[config.mk]
export PLATFORM = sky130hd
export DESIGN_NAME = ocp_top
export DESIGN_NICKNAME = d
export VERILOG_FILES = /design/src/ocp_id_builder.v /design/src/ocp_top.v
export VERILOG_INCLUDE_DIRS = /design/src /design/src/src
export SDC_FILE = /design/constraint.sdc
export NUM_CORES = 1
export LEC_CHECK = 0
export ABC_AREA = 1
export BUFFER_PORTS_ARGS = -buffer_cell sky130_fd_sc_hd__buf_4
export CAP_MARGIN = 20
export CORE_UTILIZATION = 35
export CTS_CLUSTER_SIZE = 25
export DETAILED_ROUTE_END_ITERATION = 6
export PLACE_DENSITY_LB_ADDON = 0.12
export SYNTH_ARGS = -nofsm -noshare
export SYNTH_HDL_FRONTEND = slang
export SYNTH_HIERARCHICAL = 1
export SYNTH_SLANG_ARGS = --single-unit
[constraint.sdc]
create_clock -name aclk -period 2.8 [get_ports aclk]
set_input_delay 0.28 -clock aclk [delete_from_list [all_inputs] [get_ports aclk]]
set_output_delay 0.28 -clock aclk [all_outputs]
set_load 0.05 [all_outputs]
[src/ocp_map.vh]
`ifndef OCP_MAP_VH
`define OCP_MAP_VH
// ************************************************************
// Register byte offsets.
// ************************************************************
`define OCP_CTRL      8'h00
`define OCP_HDR29     8'h04
`define OCP_HDR11     8'h08
`define OCP_PRIO      8'h0C
`define OCP_REQ_LO    8'h10
`define OCP_REQ_HI    8'h14
`define OCP_STATUS    8'h18
`define OCP_RESP_LO   8'h1C
`define OCP_RESP_HI   8'h20
`define OCP_RESP_ID   8'h24
// ************************************************************
// Field positions.
// ************************************************************
`define OCP_CTRL_FALLBACK 4
`define OCP_CTRL_SHOW_ID  5
// ************************************************************
// Reset values and protocol constants.
// ************************************************************
`define OCP_PRIO_RST      8'h18
`define OCP_HDR24_RST     24'hDB33F1
`define OCP_ID11_RST      11'h7DF
`define OCP_PROTO_AUTO    4'h0
`define OCP_PROTO_FIRST   4'h6
`define OCP_PROTO_LAST    4'hF
`define OCP_STD_MODE      8'h01
`define OCP_STD_PID       8'h00
`define OCP_STD_PCI       8'h02
// ************************************************************
// Timing.
// ************************************************************
`define OCP_CLK_MHZ       200
`define OCP_RESP_WAIT_US  50000
`endif

[src/ocp_id_builder.v]
`timescale 1ns/1ps
`include "ocp_map.vh"

// Builds the transmit identifier from the held header fields or the defaults.
module ocp_id_builder (
  input  wire        use_default,
  input  wire        ext,
  input  wire [7:0]  prio,
  input  wire [23:0] hdr24,
  input  wire [10:0] id11,
  output reg  [28:0] id
);

  // Full default header word; its top three bits are cut off below.
  localparam [31:0] DEF_EXT = {`OCP_PRIO_RST, `OCP_HDR24_RST};

  // Defaults stand in for host headers while searching; only five priority bits fit.
  always @* begin
    if (use_default) begin
      if (ext) begin
        id = DEF_EXT[28:0];
      end else begin
        id = {18'h00000, `OCP_ID11_RST};
      end
    end else if (ext) begin
      id = {prio[4:0], hdr24};
    end else begin
      id = {18'h00000, id11};
    end
  end

endmodule // ocp_id_builder

[src/ocp_top.v]
`timescale 1ns/1ps
`include "ocp_map.vh"

// Overview of operation
// Protocol zero searches at the next request.
// Search climbs from protocol six; never send 1-5.
// Searching ignores host headers, uses defaults.
// Searching sends mode 01 PID 00.
// Fixed or fallback tries host data first.
// Found protocol becomes default, search stays possible; code adopts it only for searches started from protocol zero.
// Responses hide identifier unless display enabled.
// Checksum never appears in responses.
// Device builds identifier and checksum itself.
// Frame is identifier plus eight data bytes.
// Four-byte header drops top three bits.
// Priority byte plus three header bytes combine.
// Priority byte resets to 18 hex.
// Host picks DB functional, DA physical type.
// Functional target 33, source F1.
// Three-digit header keeps eleven low bits.
// Standard functional request uses identifier 7DF.
// Protocol number picks identifier length and rate.
// Protocol selection stored to nonvolatile immediately.
// Each configuration command answered with OK.
// New header used until changed again.
module ocp_top #(
  parameter RESP_WAIT_CYC = `OCP_RESP_WAIT_US * `OCP_CLK_MHZ
) (
  input  wire        aclk,
  input  wire        aresetn,
  input  wire [7:0]  s_axi_awaddr,
  input  wire        s_axi_awvalid,
  output reg         s_axi_awready,
  input  wire [31:0] s_axi_wdata,
  input  wire [3:0]  s_axi_wstrb,
  input  wire        s_axi_wvalid,
  output reg         s_axi_wready,
  output reg  [1:0]  s_axi_bresp,
  output reg         s_axi_bvalid,
  input  wire        s_axi_bready,
  input  wire [7:0]  s_axi_araddr,
  input  wire        s_axi_arvalid,
  output reg         s_axi_arready,
  output reg  [31:0] s_axi_rdata,
  output reg  [1:0]  s_axi_rresp,
  output reg         s_axi_rvalid,
  input  wire        s_axi_rready,
  output reg         tx_valid,
  input  wire        tx_ready,
  output reg  [28:0] tx_id,
  output reg         tx_ext,
  output reg  [63:0] tx_data,
  output reg  [3:0]  tx_proto,
  input  wire        rx_valid,
  input  wire [28:0] rx_id,
  input  wire [3:0]  rx_dlc,
  input  wire [63:0] rx_data,
  output reg         host_ok,
  output reg         nv_store,
  output reg  [4:0]  nv_proto
);

  // ************************************************************
  // States and helpers.
  // ************************************************************
  localparam [1:0] S_IDLE = 2'd0;
  localparam [1:0] S_SEND = 2'd1;
  localparam [1:0] S_WAIT = 2'd2;
  localparam [23:0] WAIT_CYC = RESP_WAIT_CYC[23:0];

  // Protocols 7, 9, A and D carry 29-bit identifiers.
  function is_ext;
    input [3:0] p;
    begin
      is_ext = (p == 4'h7) || (p == 4'h9) || (p == 4'hA) || (p == 4'hD);
    end
  endfunction

  // Byte-lane merge for AXI write strobes.
  function [31:0] merge;
    input [31:0] old;
    input [31:0] nw;
    input [3:0]  st;
    integer i;
    begin
      merge = old;
      for (i = 0; i < 4; i = i + 1) begin
        if (st[i]) begin
          merge[i*8 +: 8] = nw[i*8 +: 8];
        end
      end
    end
  endfunction

  // ************************************************************
  // Register state.
  // ************************************************************
  reg  [3:0]  proto_reg;
  reg         fallback_reg;
  reg         show_id_reg;
  reg  [7:0]  prio_reg;
  reg  [23:0] hdr24_reg;
  reg  [10:0] id11_reg;
  reg  [31:0] req_lo_reg;
  reg  [31:0] req_hi_reg;
  reg  [63:0] resp_data_reg;
  reg  [31:0] resp_id_reg;
  reg         resp_flag_reg;
  reg  [3:0]  resp_dlc_reg;
  reg         no_data_reg;
  reg         found_reg;
  reg  [1:0]  state_reg;
  reg  [3:0]  try_reg;
  reg         search_reg;
  reg  [23:0] wait_reg;
  reg  [7:0]  aw_addr_reg;
  reg         aw_full_reg;
  reg  [31:0] w_data_reg;
  reg  [3:0]  w_strb_reg;
  reg         w_full_reg;
  wire [28:0] built_id;
  wire        load_search;
  wire [3:0]  load_proto;

  wire        do_write = aw_full_reg && w_full_reg && !s_axi_bvalid;
  wire        busy     = (state_reg != S_IDLE);
  wire        go       = do_write && (aw_addr_reg == `OCP_REQ_HI) && !busy;
  wire        fail_now = (state_reg == S_WAIT) && (wait_reg == WAIT_CYC);
  wire        rx_take  = (state_reg == S_WAIT) && rx_valid;
  wire        cfg_addr = (aw_addr_reg == `OCP_CTRL) || (aw_addr_reg == `OCP_HDR29) ||
                         (aw_addr_reg == `OCP_HDR11) || (aw_addr_reg == `OCP_PRIO);
  wire        wr_ok    = cfg_addr || (aw_addr_reg == `OCP_REQ_LO) || go;
  wire [31:0] ctrl_new = merge({26'h0, show_id_reg, fallback_reg, proto_reg},
                               w_data_reg, w_strb_reg);
  wire [31:0] hdr_new  = merge({prio_reg, hdr24_reg}, w_data_reg, w_strb_reg);
  wire [31:0] id11_new = merge({21'h0, id11_reg}, w_data_reg, w_strb_reg);
  wire        rd_resp  = s_axi_arvalid && s_axi_arready && (s_axi_araddr == `OCP_RESP_LO);

  // Next attempt: a search either starts fresh or steps to the next protocol.
  assign load_search = (state_reg == S_IDLE) ? (proto_reg == `OCP_PROTO_AUTO) : 1'b1;
  assign load_proto  = (state_reg == S_IDLE) ?
                       ((proto_reg == `OCP_PROTO_AUTO) ? `OCP_PROTO_FIRST : proto_reg) :
                       (search_reg ? try_reg + 4'h1 : `OCP_PROTO_FIRST);

  ocp_id_builder u_id (
    .use_default (load_search),
    .ext         (is_ext(load_proto)),
    .prio        (prio_reg),
    .hdr24       (hdr24_reg),
    .id11        (id11_reg),
    .id          (built_id)
  );

  // ************************************************************
  // AXI4-Lite write channel.
  // ************************************************************
  // Address and data are latched independently so either may come first.
  always @(posedge aclk) begin
    if (!aresetn) begin
      aw_full_reg   <= 1'b0;
      w_full_reg    <= 1'b0;
      aw_addr_reg   <= 8'h00;
      w_data_reg    <= 32'h00000000;
      w_strb_reg    <= 4'h0;
      s_axi_awready <= 1'b0;
      s_axi_wready  <= 1'b0;
      s_axi_bvalid  <= 1'b0;
      s_axi_bresp   <= 2'b00;
    end else begin
      s_axi_awready <= !aw_full_reg && !(s_axi_awvalid && s_axi_awready);
      s_axi_wready  <= !w_full_reg && !(s_axi_wvalid && s_axi_wready);
      if (s_axi_awvalid && s_axi_awready) begin
        aw_full_reg <= 1'b1;
        aw_addr_reg <= {s_axi_awaddr[7:2], 2'b00};
      end
      if (s_axi_wvalid && s_axi_wready) begin
        w_full_reg <= 1'b1;
        w_data_reg <= s_axi_wdata;
        w_strb_reg <= s_axi_wstrb;
      end
      if (do_write) begin
        s_axi_bvalid <= 1'b1;
        s_axi_bresp  <= wr_ok ? 2'b00 : 2'b10;
      end else if (s_axi_bvalid && s_axi_bready) begin
        s_axi_bvalid <= 1'b0;
        aw_full_reg  <= 1'b0;
        w_full_reg   <= 1'b0;
      end
    end
  end

  // ************************************************************
  // Configuration registers.
  // ************************************************************
  // The search engine also writes the protocol field, so both live in one process.
  always @(posedge aclk) begin
    if (!aresetn) begin
      proto_reg    <= `OCP_PROTO_AUTO;
      fallback_reg <= 1'b0;
      show_id_reg  <= 1'b0;
      prio_reg     <= `OCP_PRIO_RST;
      hdr24_reg    <= `OCP_HDR24_RST;
      id11_reg     <= `OCP_ID11_RST;
      req_lo_reg   <= 32'h00000000;
      req_hi_reg   <= 32'h00000000;
      host_ok      <= 1'b0;
      nv_store     <= 1'b0;
      nv_proto     <= 5'h00;
    end else begin
      host_ok  <= do_write && cfg_addr;
      nv_store <= do_write && (aw_addr_reg == `OCP_CTRL);
      if (do_write && aw_addr_reg == `OCP_CTRL) begin
        proto_reg    <= ctrl_new[3:0];
        fallback_reg <= ctrl_new[`OCP_CTRL_FALLBACK];
        show_id_reg  <= ctrl_new[`OCP_CTRL_SHOW_ID];
        nv_proto     <= ctrl_new[4:0];
      end else if (rx_take && search_reg && proto_reg == `OCP_PROTO_AUTO) begin
        proto_reg    <= try_reg;
        fallback_reg <= 1'b1;
      end
      // Stored header fields persist until rewritten.
      if (do_write && aw_addr_reg == `OCP_HDR29) begin
        prio_reg  <= hdr_new[31:24];
        hdr24_reg <= hdr_new[23:0];
      end
      if (do_write && aw_addr_reg == `OCP_PRIO && w_strb_reg[0]) begin
        prio_reg <= w_data_reg[7:0];
      end
      if (do_write && aw_addr_reg == `OCP_HDR11) begin
        id11_reg <= id11_new[10:0];
      end
      if (do_write && aw_addr_reg == `OCP_REQ_LO) begin
        req_lo_reg <= merge(req_lo_reg, w_data_reg, w_strb_reg);
      end
      if (go) begin
        req_hi_reg <= merge(req_hi_reg, w_data_reg, w_strb_reg);
      end
    end
  end

  // ************************************************************
  // Request, search and response engine.
  // ************************************************************
  // Frames carry the identifier and eight bytes; the controller appends the CRC.
  always @(posedge aclk) begin
    if (!aresetn) begin
      state_reg     <= S_IDLE;
      try_reg       <= `OCP_PROTO_FIRST;
      search_reg    <= 1'b0;
      wait_reg      <= 24'h000000;
      tx_valid      <= 1'b0;
      tx_id         <= 29'h00000000;
      tx_ext        <= 1'b0;
      tx_data       <= 64'h0000000000000000;
      tx_proto      <= 4'h0;
      resp_data_reg <= 64'h0000000000000000;
      resp_id_reg   <= 32'h00000000;
      resp_dlc_reg  <= 4'h0;
      resp_flag_reg <= 1'b0;
      no_data_reg   <= 1'b0;
      found_reg     <= 1'b0;
    end else begin
      if (rd_resp) begin
        resp_flag_reg <= 1'b0;
      end
      case (state_reg)
        S_IDLE: begin
          if (go && proto_reg != `OCP_PROTO_AUTO && proto_reg < `OCP_PROTO_FIRST) begin
            no_data_reg <= 1'b1;
          end else if (go) begin
            no_data_reg <= 1'b0;
            found_reg   <= 1'b0;
            state_reg   <= S_SEND;
          end
        end
        S_SEND: begin
          if (tx_valid && tx_ready) begin
            tx_valid  <= 1'b0;
            wait_reg  <= 24'h000000;
            state_reg <= S_WAIT;
          end
        end
        S_WAIT: begin
          wait_reg <= wait_reg + 24'h000001;
          if (rx_take) begin
            found_reg     <= search_reg;
            resp_flag_reg <= 1'b1;
            state_reg     <= S_IDLE;
            if (show_id_reg) begin
              // The length code goes to STATUS so that all 29 identifier bits fit here.
              resp_data_reg <= rx_data;
              resp_id_reg   <= {3'b000, rx_id};
              resp_dlc_reg  <= rx_dlc;
            end else begin
              resp_data_reg <= {rx_data[55:0], 8'h00};
              resp_id_reg   <= 32'h00000000;
              resp_dlc_reg  <= 4'h0;
            end
          end else if (fail_now) begin
            if ((search_reg && try_reg == `OCP_PROTO_LAST) || (!search_reg && !fallback_reg)) begin
              no_data_reg <= 1'b1;
              state_reg   <= S_IDLE;
            end else begin
              state_reg <= S_SEND;
            end
          end
        end
        default: begin
          state_reg <= S_IDLE;
        end
      endcase
      // Load a fresh frame whenever an attempt is about to be sent.
      if ((state_reg == S_IDLE && go && !(proto_reg != `OCP_PROTO_AUTO &&
           proto_reg < `OCP_PROTO_FIRST)) || (state_reg == S_WAIT && fail_now && !rx_take &&
           !((search_reg && try_reg == `OCP_PROTO_LAST) || (!search_reg && !fallback_reg)))) begin
        search_reg <= load_search;
        try_reg    <= load_proto;
        tx_proto   <= load_proto;
        tx_ext     <= is_ext(load_proto);
        tx_id      <= built_id;
        tx_valid   <= 1'b1;
        if (load_search) begin
          tx_data <= {`OCP_STD_PCI, `OCP_STD_MODE, `OCP_STD_PID, 40'h0};
        end else if (state_reg == S_IDLE) begin
          tx_data <= {5'h00, w_data_reg[26:24], req_lo_reg, w_data_reg[23:0]};
        end else begin
          tx_data <= {5'h00, req_hi_reg[26:24], req_lo_reg, req_hi_reg[23:0]};
        end
      end
    end
  end

  // ************************************************************
  // AXI4-Lite read channel.
  // ************************************************************
  // One read at a time; the checksum never enters any readable field.
  always @(posedge aclk) begin
    if (!aresetn) begin
      s_axi_arready <= 1'b0;
      s_axi_rvalid  <= 1'b0;
      s_axi_rdata   <= 32'h00000000;
      s_axi_rresp   <= 2'b00;
    end else begin
      s_axi_arready <= !s_axi_rvalid && !(s_axi_arvalid && s_axi_arready);
      if (s_axi_arvalid && s_axi_arready) begin
        s_axi_rvalid <= 1'b1;
        s_axi_rresp  <= 2'b00;
        case ({s_axi_araddr[7:2], 2'b00})
          `OCP_CTRL:    s_axi_rdata <= {26'h0, show_id_reg, fallback_reg, proto_reg};
          `OCP_HDR29:   s_axi_rdata <= {prio_reg, hdr24_reg};
          `OCP_HDR11:   s_axi_rdata <= {21'h0, id11_reg};
          `OCP_PRIO:    s_axi_rdata <= {24'h0, prio_reg};
          `OCP_REQ_LO:  s_axi_rdata <= req_lo_reg;
          `OCP_REQ_HI:  s_axi_rdata <= req_hi_reg;
          `OCP_STATUS:  s_axi_rdata <= {10'h000, state_reg, try_reg, resp_dlc_reg, resp_flag_reg,
                                        no_data_reg, found_reg, search_reg && busy,
                                        busy, fallback_reg, 2'b00, proto_reg};
          `OCP_RESP_LO: s_axi_rdata <= resp_data_reg[63:32];
          `OCP_RESP_HI: s_axi_rdata <= resp_data_reg[31:0];
          `OCP_RESP_ID: s_axi_rdata <= resp_id_reg;
          default: begin
            s_axi_rdata <= 32'h00000000;
            s_axi_rresp <= 2'b11;
          end
        endcase
      end else if (s_axi_rvalid && s_axi_rready) begin
        s_axi_rvalid <= 1'b0;
      end
    end
  end

endmodule // ocp_top

==> impl_metrics.toml <==
[placement]
routabilityCongestion = 0.9254
portBuffers = 296
dp_hpwl_um = 54540
dp_cells = 3626
pre_cts_ws_ns = 0.4713

[power_and_ir_drop]
p_per_area_nw_per_um2 = 564.7
p_int_mw = 10.71
p_leak_nw = 10.34
swShare_pct = 23.10
power_frac_clock_pct = 49.6
power_frac_comb_pct = 5.7
total_power_mw = 13.92
seqPwrFrac_pct = 44.7
ir_drop_v = 0.0003868
p_sw_mw = 3.216

[critical_path]
crit_type = "flip-flop to flip-flop"
cp-end-kind = "flip-flop"
cp_cell_sequence = "inv_2 -> nor2_2 -> nand2_4 -> clkinv_2 -> buf_12 -> o21ai_0 -> a31oi_1 -> dlygate4sd3_1"
cp-start-kind = "flip-flop"
path_delay_family = "buffers and inverters"
crit_path_top_delay_cell = "dlygate4sd3_1"
cp.required_ns = 3.33
crit_fanout = 44
worstPathArrival_ns = 3.04
critPathBufInv = 4
cpPeakStageDelay_ns = 0.57

[cts]
clockBufferDepth = 3
clk_pin_slew_worst_paths_ns = 0.06
clock-root-buffer = "clkbuf_16"
cts_setup_buffers = 0
cts_max_level = 2
cts_buffers = 48
cts_tree = "done"
clock_latency_ns = 0.60
cts_sinks = 426

[final_layout]
final-instance-count-excl-fill = 3822
utilization_pct = 45.72
largest_reg_flops = 64
layout-drive-gt1-share_pct = 14.75
finalNetCount = 3247
syn_to_final_growth_pct = 28.71

[run]
drv_cap = 0

[floorplan]
die_area_sq_um = 55670
initial_core_util_pct = 35.52
fp.dieH_um = 235.9
die_w_um = 235.9
row_count = 85
core-area_sq_um = 53920
io_pins = 305

[global_route]
groute.usage.overall_pct = 26.46
grt_pass1_vias = 18860
grt_max_degree = 135
grt_pass1_wl_um = 113200
grtUsageMet3_pct = 3.277
grt_use_met2_pct = 42.45
antenna_found_initial = 0
gr-total-overflow = 0
grt.busiest_layer = "met2"
met1_usage_pct = 36.37

[logic_synthesis]
synth_most_common_cell = "nand2_1"
synthFlopType = "dfxtp_1"
synth_top_area_share_pct = 44.52
synth.avg_cell_area_sq_um = 6.938
ys_seq_elements = 426
synth-edff-count = 0
synth_top_area_cell = "dfxtp_1"
synthCells = 2761
netlist_area_sq_um = 19150
synth_common_cells = "nand2_1, dfxtp_1, nor2_1, o21ai_0, inv_1"
synthArstFlopShare_pct = 0
synth_area_leaders = "dfxtp_1, nand2_1, o21ai_0"
yosys_warnings = 6
yosysSeqAreaShare_pct = 44.52
synth.distinct_cells = 39

[timing]
rsz0062_at_grt = "false"
setup_slack_ns = 0.2905
tns_ns = 0
tightest_slew_ns = 1.037
final.setup_skew_ns = 0.02612
fmax_mhz = 398.5
fin_crit_sh_pct = 89.62
finalCriticalPeriod_ns = 2.509
finalMaxSlewViolations = 0
timing.final.hold_violations = 0
maxSlewHeadroom_pct = 30.90
setup_viol = 0

[route]
drtAntennaViolNets = 0
num_vias = 19690
avgRoutedWirePerCell_um = 19.58
routed_wl_um = 74840
viasPerCell = 5.152
drc = 0
dr.pass1.iters = 5
drt-initial-drc-count = 1689

[min_path]
min_path_type = "primary input to flip-flop"

[run_status]
status = "finished, final reports clean"
-- path summary, 6_finish.rpt --
kind	start	endpoint	slack (ns)	depth (start not counted)
worst min-delay path	s_axi_wdata[27]	w_data_reg[27]	0.02	3
worst max-delay path	state_reg[1]	resp_data_reg[46]	0.29	8
worst min register to register	req_hi_reg[5]	req_hi_reg[5]	0.45	2
worst max register to register	state_reg[1]	resp_data_reg[46]	0.29	8
-- power groups by stage --
stage | clock (mW) | sequential [mW] | combinational, mW
2_1_floorplan | 0 | 6.32 | 0.333
3_3_place_gp | 0 | 6.35 | 0.689
3_5_place_dp | 0 | 6.35 | 0.694
4_1_cts | 7.03 | 6.22 | 0.789
5_1_grt | 7.27 | 6.22 | 0.858
6_report | 6.91 | 6.22 | 0.790
-- layout by cell type (no fill, tap or decap), types with 3 or more instances in the layout --
| cell | Yosys | routed |
|---|---|---|
| o21ai_1 | 7 | 7 |
| clkbuf_16 | 0 | 50 |
| nand3b_1 | 58 | 58 |
| nor2_1 | 351 | 349 |
| ha_1 | 3 | 3 |
| nand2_1 | 675 | 675 |
| clkinv_1 | 4 | 3 |
| a21oi_1 | 213 | 213 |
| dlygate4sd3_1 | 0 | 106 |
| a22oi_1 | 6 | 6 |
| clkinv_2 | 0 | 7 |
| clkbuf_8 | 0 | 13 |
| nand4_1 | 23 | 23 |
| buf_12 | 0 | 6 |
| buf_4 | 16 | 334 |
| o211ai_1 | 18 | 18 |
| inv_1 | 261 | 261 |
| inv_2 | 10 | 9 |
| nand2_2 | 7 | 6 |
| conb_1 | 1 | 6 |
| nor3_2 | 3 | 4 |
| nor3_1 | 11 | 10 |
| a31oi_1 | 45 | 45 |
| o21ai_0 | 272 | 272 |
| nor2_2 | 9 | 10 |
| clkbuf_1 | 105 | 10 |
| a211oi_1 | 43 | 43 |
| nand3_1 | 81 | 81 |
| dfxtp_1 | 426 | 425 |
| o22ai_1 | 40 | 40 |
| bufinv_16 | 0 | 7 |
-- worst reg2reg max path, stage by stage (launching register included) --
cell	delay (ns)
dfxtp_1	0.42
inv_2	0.12
nor2_2	0.29
nand2_4	0.11
clkinv_2	0.37
buf_12	0.28
o21ai_0	0.11
a31oi_1	0.18
dlygate4sd3_1	0.57
-- repair_timing --
action                                 CTS  global route
hold buffers                           106             0
endpoints found under the hold margin   95             0
setup endpoints to repair                0             3
resized for setup                        0             1
-- through the flow --
stage,area (sq um),hold slack [ns]
3_5_place_dp,21850,0.4343
2_1_floorplan,19170,0.4237
6_report,24650,0.01914
3_3_place_gp,21850,0.4304
5_1_grt,24650,0.02669
4_1_cts,24650,0.001673
-- layer usage --
metal | part of all wire, % | vias to the layer above
met3 | 5.9 | 124
met5 | 0 | -
li1 | - | 9634
met2 | 46 | 691
met4 | 3.2 | 0
met1 | 45 | 9242
-- cells by family (layout without fill, tap and decap cells) --
logic type / count (synthesis) / in the layout / synth area share, %
buf+inv: 452 / 811 / 9.864
flops: 426 / 426 / 44.52
compound gates: 649 / 649 / 18.49
other cells: 1 / 7 / 0.01958
fa+ha+maj: 3 / 3 / 0.1960
simple gates: 1230 / 1230 / 26.91
-- final cells by class --
cell class | count | area [sq um]
Antenna cell | 1 | 2.502
Clock buffer | 73 | 1468
Clock inverter | 16 | 271.5
Fill cell | 5490 | 29270
Inverter | 275 | 1036
Multi-Input combinational cell | 1888 | 8776
Sequential cell | 426 | 8529
Tap cell | 696 | 870.8
Timing Repair Buffer | 447 | 3700
Note: power is estimated with default switching activity, not from simulation.
